**config.mk**
```make
export PLATFORM = sky130hd
export DESIGN_NAME = hvr_regs
export DESIGN_NICKNAME = d
export VERILOG_FILES = /design/src/hvr_pkg.sv /design/src/hvr_if.sv /design/src/hvr_settle.sv /design/src/hvr_regs.sv
export SDC_FILE = /design/constraint.sdc
export NUM_CORES = 1
export LEC_CHECK = 0
export BUFFER_PORTS_ARGS = -buffer_cell sky130_fd_sc_hd__buf_2
export CAP_MARGIN = 20
export CORE_MARGIN = 5
export CORE_UTILIZATION = 25
export CTS_CLUSTER_DIAMETER = 100
export DETAILED_ROUTE_END_ITERATION = 8
export PLACE_DENSITY_LB_ADDON = 0.12
export SLEW_MARGIN = 20
export SYNTH_ARGS = -nofsm -noshare
export SYNTH_HDL_FRONTEND = slang
export SYNTH_HIERARCHICAL = 1
export SYNTH_SLANG_ARGS = --single-unit
```
**constraint.sdc**
```tcl
create_clock -name ref_clk -period 3.1 [get_ports ref_clk]
set_input_delay 0.62 -clock ref_clk [delete_from_list [all_inputs] [get_ports ref_clk]]
set_output_delay 0.62 -clock ref_clk [all_outputs]
set_load 0.005 [all_outputs]
```
**src/hvr_pkg.sv**
```systemverilog
package hvr_pkg;

  localparam int unsigned HOLD_WIDTH = 10;

  localparam logic [7:0] ADDR_HOLD_HIGH     = 8'h16;
  localparam logic [7:0] ADDR_HOLD_LOW      = 8'h17;
  localparam logic [7:0] ADDR_FREERUN_HIGH  = 8'h18;
  localparam logic [7:0] ADDR_FREERUN_LOW   = 8'h19;
  localparam logic [7:0] ADDR_CONV_DISABLE  = 8'h1A;

  localparam logic [1:0] HOLD_HIGH_RESET    = 2'h2;
  localparam logic [1:0] FREERUN_HIGH_RESET = 2'h1;
  localparam logic [7:0] FREERUN_LOW_RESET  = 8'hFF;
  localparam logic       ADC_DISABLE_RESET  = 1'h0;
  localparam logic       DAC_DISABLE_RESET  = 1'h0;

  localparam int unsigned ADC_DISABLE_BIT   = 1;
  localparam int unsigned DAC_DISABLE_BIT   = 0;

  localparam logic [9:0] SETTLED_RESET      = 10'h200;

endpackage : hvr_pkg

```
**src/hvr_if.sv**
```systemverilog
`timescale 1ns/1ps
interface hvr_if;
  logic [9:0] sample;
  logic [9:0] settled;
  logic       settle_strobe;

  modport producer
  (
    output sample,
    input  settled,
    input  settle_strobe
  );

  modport settler
  (
    input  sample,
    output settled,
    output settle_strobe
  );
endinterface : hvr_if

```
**src/hvr_settle.sv**
```systemverilog
`timescale 1ns/1ps
module hvr_settle
  import hvr_pkg::*;
(
  input  wire logic     ref_clk,
  input  wire logic     rst_b,
  hvr_if.settler        link
);

  logic [9:0] prev_q;
  logic [9:0] prev_d;
  logic [9:0] settled_q;
  logic [9:0] settled_d;
  logic       strobe_q;
  logic       strobe_d;

  // The settled copy only moves when two back-to-back samples agree.
  always_comb
  begin
    prev_d    = link.sample;
    settled_d = settled_q;
    strobe_d  = 1'b0;
    if (link.sample == prev_q) // RL1
    begin
      settled_d = prev_q;
      strobe_d  = (prev_q != settled_q);
    end
  end

  always_ff @(posedge ref_clk or negedge rst_b)
  begin
    if (!rst_b)
    begin
      prev_q    <= SETTLED_RESET;
      settled_q <= SETTLED_RESET;
      strobe_q  <= 1'b0;
    end
    else
    begin
      prev_q    <= prev_d;
      settled_q <= settled_d;
      strobe_q  <= strobe_d;
    end
  end

  assign link.settled       = settled_q;
  assign link.settle_strobe = strobe_q;

endmodule : hvr_settle

```
**src/hvr_regs.sv**
```systemverilog
`timescale 1ns/1ps
// How it works
// RL1: ADC value is sampled each clock; settled copy updates when two samples agree.
// RL2: High register read returns settled bits 9:8 and latches bits 7:0.
// RL3: Low register read returns byte latched by the previous high read.
// RL4: Holdover high field is bits 1:0, read-only, reset binary 10.
// RL5: Free-run mode drives loop filter voltage from the 10-bit free-run code.
// RL6: Free-run high write updates code bits 9:8; reset binary 01.
// RL7: Free-run low write updates code bits 7:0; reset 0xFF.
// RL8: Control bit 1 drives ADC disable output; reset 0.
// RL9: Control bit 0 drives DAC disable output; reset 0.
// RL10: Reserved bits read zero and ignore writes.
module hvr_regs
  import hvr_pkg::*;
(
  input  wire logic       ref_clk,
  input  wire logic       rst_b,
  input  wire logic [9:0] holdover_adc_value,
  input  wire logic       freerun_mode,
  input  wire logic       reg_write,
  input  wire logic       reg_read,
  input  wire logic [7:0] reg_addr,
  input  wire logic [7:0] reg_wdata,
  output logic      [7:0] reg_rdata,
  output logic      [9:0] freerun_voltage_code,
  output logic      [9:0] loop_filter_voltage_pin,
  output logic            adc_disable,
  output logic            dac_disable
);

  hvr_if link ();

  logic [9:0] sync1_q;
  logic [9:0] sync2_q;
  logic [9:0] sync3_q;
  logic [9:0] adc_stable_q;
  logic [9:0] adc_stable_d;

  // The converter output arrives unsynchronised; three stages guard it.
  always_comb
  begin
    adc_stable_d = adc_stable_q;
    if (sync2_q == sync3_q)
    begin
      adc_stable_d = sync3_q;
    end
  end

  always_ff @(posedge ref_clk or negedge rst_b)
  begin
    if (!rst_b)
    begin
      sync1_q      <= SETTLED_RESET;
      sync2_q      <= SETTLED_RESET;
      sync3_q      <= SETTLED_RESET;
      adc_stable_q <= SETTLED_RESET;
    end
    else
    begin
      sync1_q      <= holdover_adc_value;
      sync2_q      <= sync1_q;
      sync3_q      <= sync2_q;
      adc_stable_q <= adc_stable_d;
    end
  end

  assign link.sample = adc_stable_q; // RL1

  hvr_settle u_settle
  (
    .ref_clk (ref_clk),
    .rst_b   (rst_b),
    .link    (link)
  );

  logic [7:0] low_latch_q;
  logic [7:0] low_latch_d;
  logic [1:0] fr_high_q;
  logic [1:0] fr_high_d;
  logic [7:0] fr_low_q;
  logic [7:0] fr_low_d;
  logic       adc_dis_q;
  logic       adc_dis_d;
  logic       dac_dis_q;
  logic       dac_dis_d;
  logic [7:0] rdata_q;
  logic [7:0] rdata_d;
  logic [9:0] lpf_q;
  logic [9:0] lpf_d;

  function automatic logic hit(input logic [7:0] addr, input logic [7:0] target);
    hit = (addr == target);
  endfunction : hit

  always_comb
  begin
    low_latch_d = low_latch_q;
    fr_high_d   = fr_high_q;
    fr_low_d    = fr_low_q;
    adc_dis_d   = adc_dis_q;
    dac_dis_d   = dac_dis_q;
    rdata_d     = rdata_q;
    lpf_d       = lpf_q;
    if (reg_write)
    begin
      if (hit(reg_addr, ADDR_FREERUN_HIGH))
      begin
        fr_high_d = reg_wdata[1:0]; // RL6 RL10
      end
      if (hit(reg_addr, ADDR_FREERUN_LOW))
      begin
        fr_low_d = reg_wdata; // RL7
      end
      if (hit(reg_addr, ADDR_CONV_DISABLE))
      begin
        adc_dis_d = reg_wdata[ADC_DISABLE_BIT]; // RL8
        dac_dis_d = reg_wdata[DAC_DISABLE_BIT]; // RL9
      end
    end
    if (reg_read)
    begin
      case (reg_addr)
        ADDR_HOLD_HIGH:
        begin
          rdata_d     = {6'h00, link.settled[9:8]}; // RL2 RL4
          low_latch_d = link.settled[7:0]; // RL2
        end
        ADDR_HOLD_LOW:     rdata_d = low_latch_q; // RL3
        ADDR_FREERUN_HIGH: rdata_d = {6'h00, fr_high_q}; // RL10
        ADDR_FREERUN_LOW:  rdata_d = fr_low_q;
        ADDR_CONV_DISABLE: rdata_d = {6'h00, adc_dis_q, dac_dis_q}; // RL10
        default:           rdata_d = 8'h00;
      endcase
    end
    lpf_d = freerun_mode ? {fr_high_q, fr_low_q} : link.settled; // RL5
  end

  always_ff @(posedge ref_clk or negedge rst_b)
  begin
    if (!rst_b)
    begin
      low_latch_q <= 8'h00;
      fr_high_q   <= FREERUN_HIGH_RESET;
      fr_low_q    <= FREERUN_LOW_RESET;
      adc_dis_q   <= ADC_DISABLE_RESET;
      dac_dis_q   <= DAC_DISABLE_RESET;
      rdata_q     <= 8'h00;
      lpf_q       <= SETTLED_RESET;
    end
    else
    begin
      low_latch_q <= low_latch_d;
      fr_high_q   <= fr_high_d;
      fr_low_q    <= fr_low_d;
      adc_dis_q   <= adc_dis_d;
      dac_dis_q   <= dac_dis_d;
      rdata_q     <= rdata_d;
      lpf_q       <= lpf_d;
    end
  end

  assign reg_rdata               = rdata_q;
  assign freerun_voltage_code    = {fr_high_q, fr_low_q};
  assign loop_filter_voltage_pin = lpf_q;
  assign adc_disable             = adc_dis_q;
  assign dac_disable             = dac_dis_q;

endmodule : hvr_regs

```
# Word level (Yosys, flattened, before mapping)
# Index checks and enable logic that the tools add are counted.
[classes] n_eq_ne=7 n_mux=2 n_reduce_logical=4
[ops] cell="$eq A8 B5 Y1 const B" count=5
[ops] cell="$pmux W8 S5" count=1
[ops] cell="$eq A10 B10 Y1" count=2
[ops] cell="$mux W10" count=1
[ops] cell="$reduce_and A2 Y1" count=4
[word_totals] reg_bits=98 in_bits=31 out_inout_bits=30 wordCells=26

# Longest topological paths before layout
# Gate-level depths: netlist (run 1).
[logic_depth] depth_word=2 depth_mapped=5 depth_no_buf=4

# Hierarchy
# Netlist (run 1), hierarchy kept.
[by_module_without_submodules] mod="hvr_regs" n_inst=1 cells_per_inst=185 area_per_inst_um2=2872.8 seq_area_each_um2=1969.4
[by_module_without_submodules] mod="hvr_settle" n_inst=1 cells_per_inst=58 area_per_inst_um2=900.9 seq_area_each_um2=528.0

# Worst setup path after synthesis (run 1)
# No wires, ideal clock.
[synth_timing] kind="input to register" start="in reg_addr[5]" end="reg adc_dis_q, in the netlist adc_disable" setup_time_ns=0.125 arrival_ns=2.070 required_ns=2.975 slack_ns=0.906 path_stages=4 n_path_buf=1 cell_sequence="or4b_1 buf_2 or4_4 mux2_2"
[synth_between] elab_chain_len=2
[synth_rtl] item="start, declared" line_no="hvr_regs.sv:22" source="input wire logic [7:0] reg_addr,"
[synth_rtl] item="$eq A8 B5 Y1" line_no="hvr_regs.sv:92" source="hit = (addr == target);"
[synth_rtl] item="$reduce_and A2 Y1 (no line)"
[synth_rtl] item="end signal, assigned" line_no="hvr_regs.sv:155" source="adc_dis_q <= adc_dis_d;"
[synth_rtl] item="end, declared" line_no="hvr_regs.sv:82" source="logic adc_dis_q;"
# No other way between the ends.
# A chain may end at the register's enable or synchronous reset.

# Worst setup path in the final report (run 1)
[layout_timing] start="in reg_addr[5]" end="reg fr_high_q[1]"
[layout_between] elab_chain_len=2
[layout_rtl] item="$eq A8 B5 Y1" line_no="hvr_regs.sv:92"
[layout_rtl] item="$reduce_and A2 Y1 (no line)"
[layout_rtl] item="end signal, assigned" line_no="hvr_regs.sv:153" source="fr_high_q <= fr_high_d;"
[layout_rtl] item="end, declared" line_no="hvr_regs.sv:78" source="logic [1:0] fr_high_q;"
# No other way between the ends.

==> results.ini, run 1 <==
[status]
outcome = completed

[logic_synthesis]
syn_area_mm2 = 0.003640
syn_nets = 260
syn_area_per_cell_um2 = 15.89
syn_inst = 229
yosysWarnings = 6

[setup_path]
cp.required_ns = 3.33
setup.worst_path.start_class = primary input
cp-startpoint = reg_addr[5]
timing.rr.start = sync3_q[9]
cp-end-kind = register
cp_max_fo = 6
cp.arrival_ns = 2.35
worstSetupPathType = in -> reg

[detailed_routing]
drtPass1Iterations = 4
drc_errors = 0
avgViaCountPerCell = 4.045
drt_iter0_drc = 87
totalWireLength_mm = 6.977
wl_per_cell_um = 14.36
vias = 1966
drt.antenna.violating_nets = 0

[clock_tree]
hold_buffers = 0
ctsResizeCount = 0
h-tree-depth = 3
clockBufferDepth = 2
cts_tree = done
clk_latency_ns = 0.34
cts-root-buf = clkbuf_16
cts_buffers = 9
path_clk_slew_ns = 0.06
postCtsSetupRepairBufs = 0
cts_sinks = 98

[timing]
rsz0062_at_grt = false
skew_ns = 0.005618
final.setup.tns_ns = 0
tightest_slew_ns = 0.6217
final.min_clock_period_ns = 2.123
holdWs_ns = 0.2844
finalCritPeriodShare_pct = 68.48
max_slew_margin_pct = 58.55
finalSetupViolCount = 0
fin_ws_ns = 0.9771
max_freq_ghz = 0.4710
finalHoldViolCount = 0
drv_slew = 0

[die]
die_h_um = 130.7
coreArea_mm2 = 0.01442
fp.dieW_um = 130.7
pin_count = 61
die_area_mm2 = 0.01707
initial_core_util_pct = 25.23
rows = 44

[cells_and_area]
syn2layout_area_growth_pct = 21.69
num-nets-final = 328
drive_gt1_share_pct = 49.01
antenna_cells = 0
num-fill-cells = 1492

[power_and_ir_drop]
p_leak_nw = 2.188
peakVddDrop_v = 0.0002912
power.density_mw_per_mm2 = 596.0

[global_route]
grt_usage_pct = 8.829
grt_pass1_vias = 2014
grt_overflow = 0
grt_max_degree = 53
antenna_found_initial = 0
grt_first_pass_wirelength_mm = 11.18

[placement]
gp_congestion = 0.7813
pre_cts_ws_ns = 0.6277
hpwl_mm = 4.979
port-buffer-count = 60

[worst_hold_path]
min_path_type = in -> async

[flow_run]
drv_cap = 0

cell usage in the layout (no fill, tap or decap), types with 2 or more instances in the layout:
cell	count
dfrtp_1	82
buf_2	59
mux2_2	43
xor2_1	16
dfstp_2	16
nor2_1	9
clkbuf_16	9
mux2_4	9
a21oi_1	8
a22oi_1	6
nor4_1	5
xnor2_1	4
nand3b_1	4
clkinv_2	4
nand2_1	3
clkbuf_1	3
nand4_1	2
inv_1	2
and3_1	2
o21ai_0	2
a31oi_1	2
buf_4	2
through the flow:
step	total power, mW	instances	util [%]	instance area [um2]
floorplan	1.577	229	-	3640
global placement	1.684	470	28.93	4173
detailed placement	1.686	470	28.93	4173
global route	2.777	486	30.71	4429
finish	2.640	486	30.71	4429
CTS	2.709	486	30.71	4429
final cells by class:
type	instances	area, um2	share of cell area [%]
inverter	2	7.507	0.1695
multi-input combinational	124	1132	25.57
sequential	98	2472	55.82
clock inverter	4	20.02	0.4520
clock buffer	12	236.5	5.339
timing repair buffer	62	330.3	7.458
tap	184	230.2	5.198
flip-flops by register name (all words and copies together) (netlist names), 8 cells and up:
name	count
adc_stable_q	10
sync3_q	10
u_settle/link.settled	10
loop_filter_voltage_pin	10
reg_rdata	8
sync1_q	10
fr_low_q	8
sync2_q	10
low_latch_q	8
u_settle/prev_q	10
worst max-delay path, stage by stage:
cell and delay (ns):
buf_2 0.09, or4b_1 0.68, nor4_1 0.57, mux2_2 0.39
power breakdown:
part	total (mW)	leakage (nW)	internal, mW	switching [mW]
registers	1.40	1.23	1.36	0.0448
logic	0.251	0.824	0.127	0.124
clock network	0.989	0.130	0.539	0.450
total	2.64	2.19	2.02	0.618
routing by layer:
layer | GRT usage (%) | wire length, um | vias up
met2 | 12.37 | 2956 | 63
li1 | - | - | 956
met4 | 4.235 | 140 | 0
met5 | 0 | 0 | -
met3 | 3.984 | 594 | 11
met1 | 11.58 | 3286 | 936
final timing paths:
check                                              to  slack (ns)  depth (start not counted)
min in group ref_clk                       sync2_q[8]        0.35                          0
hold reg to reg                            sync2_q[8]        0.35                          0
max in group asynchronous             adc_stable_q[9]        2.06                          2
setup reg to reg                      adc_stable_q[3]        1.12                          4
setup / recovery                         fr_high_q[1]        0.98                          4
hold / removal             loop_filter_voltage_pin[8]        0.28                          1
Power figures use the tool's default switching activity.
==> run 2: changes to the inputs <==
Clock period 3.1 ns to 1.8 ns, I/O delays scaled along.
==> results.ini, run 2 (synthesis gave the netlist of run 1 again) <==
[clock_tree]
path_clk_slew_ns = 0.07  ; about the same
cts-root-buf = clkbuf_16
cts_sinks = 98  ; unchanged
clockBufferDepth = 2  ; unchanged
cts_buffers = 9  ; unchanged
clk_latency_ns = 0.34  ; about the same
cts_tree = done
ctsResizeCount = 0  ; unchanged
h-tree-depth = 3  ; unchanged

[setup_path]
cp.arrival_ns = 1.89  ; -0.46 ns
cp.required_ns = 2.01  ; -1.32 ns
r2r_cells = 5  ; +1
critPathTopFamily = simple AND/OR/NAND/NOR gates
critPathMaxStageDelay_ns = 0.40  ; -0.28 ns
timing.rr.start = u_settle/prev_q[0]
path_cells = xor2_1 -> nor4_1 -> nand4_1 -> buf_4 -> mux2_4
path_buf_inv = 1  ; unchanged
timing.rr.end = u_settle/link.settled[0]
cp_max_fo = 10  ; +4
regToRegSetupSlack_ns = 0.13  ; -0.99 ns
worstSetupPathType = reg -> reg
critPathSlowestCell = dfrtp_1
cp-end-kind = register
setup.worst_path.start_class = register

[die]
initial_core_util_pct = 25.23  ; unchanged
rows = 44  ; unchanged
coreArea_mm2 = 0.01442  ; unchanged
die_area_mm2 = 0.01707  ; unchanged
die_h_um = 130.7  ; unchanged
pin_count = 61  ; unchanged
fp.dieW_um = 130.7  ; unchanged

[cells_and_area]
final_common_cell = dfrtp_1
final_cell_mix = dfrtp_1 (82), buf_2 (59), mux2_2 (42), xor2_1 (16), dfstp_2 (16)
num-nets-final = 337  ; +2.7%
final_util_pct = 31.69  ; +0.98 points
num-fill-cells = 1427  ; -4.4%
layout.cells.non_filler = 494  ; +1.6%
antenna_cells = 0  ; unchanged
syn2layout_area_growth_pct = 25.58
drive_gt1_share_pct = 50.97  ; +2.0 points

[worst_hold_path]
min_path_type = in -> reg
holdPathEnd = sync1_q[9]
worstHoldStart = holdover_adc_value[9]
min_path_cells = 1

[timing]
rsz0062_at_grt = false
max_slew_margin_pct = 64.94  ; +6.4 points
finalCritPeriodShare_pct = 92.82
finalHoldViolCount = 0  ; unchanged
max_freq_ghz = 0.5985
finalSetupViolCount = 0  ; unchanged
skew_ns = 0.008769  ; +0.003151 ns
final.min_clock_period_ns = 1.671
tightest_slew_ns = 0.5260  ; -0.09576 ns
drv_slew = 0  ; unchanged

[detailed_routing]
drt_iter0_drc = 83  ; -4.6%
drt.antenna.violating_nets = 0  ; unchanged
avgViaCountPerCell = 4.061  ; +0.38%
drtPass1Iterations = 4  ; unchanged
drc_errors = 0  ; unchanged
vias = 2006  ; +2.0%
totalWireLength_mm = 7.139  ; +2.3%
wl_per_cell_um = 14.45  ; +0.66%

[power_and_ir_drop]
total_power_mw = 4.901  ; +86%
p_leak_nw = 2.253  ; +3.0%
power.density_mw_per_mm2 = 1072  ; +80%
peakVddDrop_v = 0.0004192  ; +44%

[global_route]
grt_first_pass_wirelength_mm = 11.83  ; +5.8%
antenna_found_initial = 0  ; unchanged
grt_overflow = 0  ; unchanged
grt_usage_pct = 8.995  ; +0.17 points
grt_max_degree = 90  ; +70%
grt_pass1_vias = 2210  ; +9.7%

[flow_run]
drv_cap = 0  ; unchanged

[placement]
hpwl_mm = 5.045  ; +1.3%
port-buffer-count = 60  ; unchanged
gp_congestion = 0.7271  ; -6.9%
dp.cells = 478  ; +1.7%

[status]
outcome = completed

run 2: how the worst max path moves through the flow:
| stage | start | to | depth (start not counted) |
|---|---|---|---|
| after global placement | reg_addr[5] | fr_high_q[1] | 5 |
| after detailed placement | reg_addr[5] | fr_high_q[1] | 5 |
| after global routing | adc_stable_q[7] | u_settle/link.settled[0] | 5 |
| after CTS | adc_stable_q[7] | u_settle/link.settled[1] | 5 |
| after floorplan | reg_addr[5] | fr_low_q[0] | 5 |
| final | u_settle/prev_q[0] | u_settle/link.settled[0] | 5 |
run 2: area by class of cell:
| cell class | count | area, um2 | share of cell area [%] |
|---|---|---|---|
| Sequential cell | 98 | 2472 | 54.09 |
| Multi-Input combinational cell | 124 | 1140 | 24.94 |
| Timing Repair Buffer | 71 | 400.4 | 8.760 |
| Clock buffer | 11 | 242.7 | 5.311 |
| Tap cell | 184 | 230.2 | 5.037 |
| Clock inverter | 4 | 77.57 | 1.697 |
| Inverter | 2 | 7.507 | 0.1642 |
run 2: routing by layer:
layer,track usage [%],routed length (um)
met5,0,0
met4,3.993,66
met3,2.480,487
met2,13.63,3272
met1,12.06,3313
run 2: power by group:
group / internal [mW] / switching, mW
logic: 0.227 / 0.217
registers: 2.33 / 0.0780
clock network: 1.25 / 0.792
total: 3.81 / 1.09
run 2: metrics by stage:
step / setup TNS (ns) / setup slack [ns] / area, um2 / hold WS, ns
after CTS: 0 / 0.07683 / 4571 / 0.1034
after global placement: -2.485 / -0.1430 / 4240 / 0.2022
final: 0 / 0.1293 / 4571 / 0.1197
after floorplan: -1.041 / -0.09407 / 3654 / 0.06441
after global routing: 0 / 0.01823 / 4571 / 0.1026
after detailed placement: -3.146 / -0.1527 / 4240 / 0.2051
run 2: what timing repair did:
item,in CTS,in global routing
endpoints found under the hold margin,5,0
hold buffers,1,0
buffers inserted,0,0
==> run 3: changes to the inputs <==
Settings changed: MAX_ROUTING_LAYER set to met4.
==> results.ini, run 3 (synthesis gave the netlist of run 1 again) <==
[clock_tree]
cts_tree = done
clk_latency_ns = 0.34  ; about the same
h-tree-depth = 3  ; unchanged
clockBufferDepth = 2  ; unchanged
cts_sinks = 98  ; unchanged
ctsResizeCount = 0  ; unchanged
cts_buffers = 9  ; unchanged
path_clk_slew_ns = 0.07  ; about the same
postCtsSetupRepairBufs = 0  ; unchanged
cts-root-buf = clkbuf_16

[setup_path]
cp-end-kind = register
cp_max_fo = 10  ; unchanged
cp.required_ns = 2.01  ; about the same
worstSetupPathType = reg -> reg
critPathMaxStageDelay_ns = 0.41  ; about the same
setup.worst_path.start_class = register
path_cells = xor2_1 -> nor4_1 -> nand4_1 -> buf_4 -> mux2_4
cp.arrival_ns = 1.89  ; about the same
critPathSlowestCell = dfrtp_1

[timing]
finalCritPeriodShare_pct = 92.83  ; about the same
rsz0062_at_grt = false
finalHoldViolCount = 0  ; unchanged
skew_ns = 0.008919  ; +0.0001497 ns
max_slew_margin_pct = 67.49  ; +2.6 points
drv_slew = 0  ; unchanged
final.min_clock_period_ns = 1.671  ; +0.0001440 ns
max_freq_ghz = 0.5985  ; about the same
tightest_slew_ns = 0.4876  ; -0.03833 ns
final.setup.tns_ns = 0  ; unchanged
finalSetupViolCount = 0  ; unchanged

[global_route]
grt_usage_pct = 9.265  ; +0.27 points
grt_pass1_vias = 2210  ; unchanged
antenna_found_initial = 0  ; unchanged
grt_overflow = 0  ; unchanged
grt_max_degree = 90  ; unchanged
grt_first_pass_wirelength_mm = 11.83  ; about the same

[detailed_routing]
drc_errors = 0  ; unchanged
totalWireLength_mm = 7.142  ; about the same
wl_per_cell_um = 14.46  ; about the same
drtPass1Iterations = 4  ; unchanged
drt.antenna.violating_nets = 0  ; unchanged
vias = 2009  ; +0.15%
drt_iter0_drc = 83  ; unchanged
avgViaCountPerCell = 4.067  ; +0.15%

[flow_run]
drv_cap = 0  ; unchanged

[die]
die_area_mm2 = 0.01707  ; unchanged
rows = 44  ; unchanged
initial_core_util_pct = 25.23  ; unchanged
pin_count = 61  ; unchanged
coreArea_mm2 = 0.01442  ; unchanged
fp.dieW_um = 130.7  ; unchanged
die_h_um = 130.7  ; unchanged

[placement]
gp_congestion = 0.7359  ; +1.2%
port-buffer-count = 60  ; unchanged
dpl_cell_area_mm2 = 0.004240  ; unchanged
hpwl_mm = 5.045  ; unchanged

[cells_and_area]
final_util_pct = 31.69  ; unchanged
antenna_cells = 0  ; unchanged
final_common_cell = dfrtp_1
num-nets-final = 337  ; unchanged
syn2layout_area_growth_pct = 25.58  ; unchanged
final_cell_area_mm2 = 0.004571  ; unchanged
final_cell_mix = dfrtp_1 (82), buf_2 (59), mux2_2 (42), xor2_1 (16), dfstp_2 (16)
drive_gt1_share_pct = 50.97  ; unchanged

[power_and_ir_drop]
p_leak_nw = 2.253  ; unchanged
peakVddDrop_v = 0.0004187  ; -0.13%
power.density_mw_per_mm2 = 1072  ; about the same

[worst_hold_path]
min_path_type = in -> reg

[status]
outcome = completed

-- run 3: path summary, 6_finish.rpt --
| check | from | cells past startpoint | slack (ns) | to |
|---|---|---|---|---|
| max in group asynchronous | rst_b | 3 | 0.69 | sync3_q[9] |
| worst max register to register | adc_stable_q[7] | 5 | 0.13 | u_settle/link.settled[0] |
| min in group asynchronous | rst_b | 2 | 0.40 | dac_disable |
| worst max-delay path | adc_stable_q[7] | 5 | 0.13 | u_settle/link.settled[0] |
| worst min-delay path | holdover_adc_value[9] | 1 | 0.12 | sync1_q[9] |
| worst min register to register | sync1_q[8] | 0 | 0.35 | sync2_q[8] |
-- run 3: critical path, delay by kind of cell, from the launching register on --
kind,cells,cell delay [ns]
AND/OR/NAND/NOR,2,0.45
flip-flops,1,0.41
XOR/XNOR,1,0.17
multiplexers,1,0.30
buffers and inverters,1,0.21
-- run 3: through the flow --
step	instances	setup slack, ns	power [mW]	hold slack (ns)
after floorplan	229	-0.09407	2.718	0.06441
after global placement	478	-0.1430	2.907	0.2022
after detailed placement	478	-0.1527	2.913	0.2051
after CTS	494	0.07683	5.001	0.1034
after global routing	494	0.01782	5.147	0.1026
final	494	0.1291	4.898	0.1200
-- run 3: final cells by class --
| type | instances | area, um2 |
|---|---|---|
| timing repair buffer | 71 | 400.4 |
| multi-input combinational | 124 | 1140 |
| fill | 1427 | 9853 |
| tap | 184 | 230.2 |
| clock buffer | 11 | 242.7 |
| inverter | 2 | 7.507 |
| clock inverter | 4 | 77.57 |
| sequential | 98 | 2472 |
-- run 3: what timing repair did --
| action | 4_1_cts | 5_1_grt |
|---|---|---|
| hold buffers | 1 | 0 |
| hold endpoints to repair | 5 | 0 |
| setup endpoints to repair | 0 | 0 |
-- run 3: per-layer routing --
metal | vias to the layer above | share of wire, % | GRT usage [%]
met5 | - | 0 | -
met2 | 62 | 45 | 13.54
met1 | 971 | 47 | 12.19
li1 | 970 | - | -
met3 | 6 | 6.7 | 2.398
met4 | 0 | 0.98 | 3.993
-- run 3: where the power goes --
group,total [mW],internal (mW),switching (mW)
Clock,2.04,1.25,0.789
Sequential,2.41,2.33,0.0782
Combinational,0.444,0.227,0.217
Total,4.90,3.81,1.08
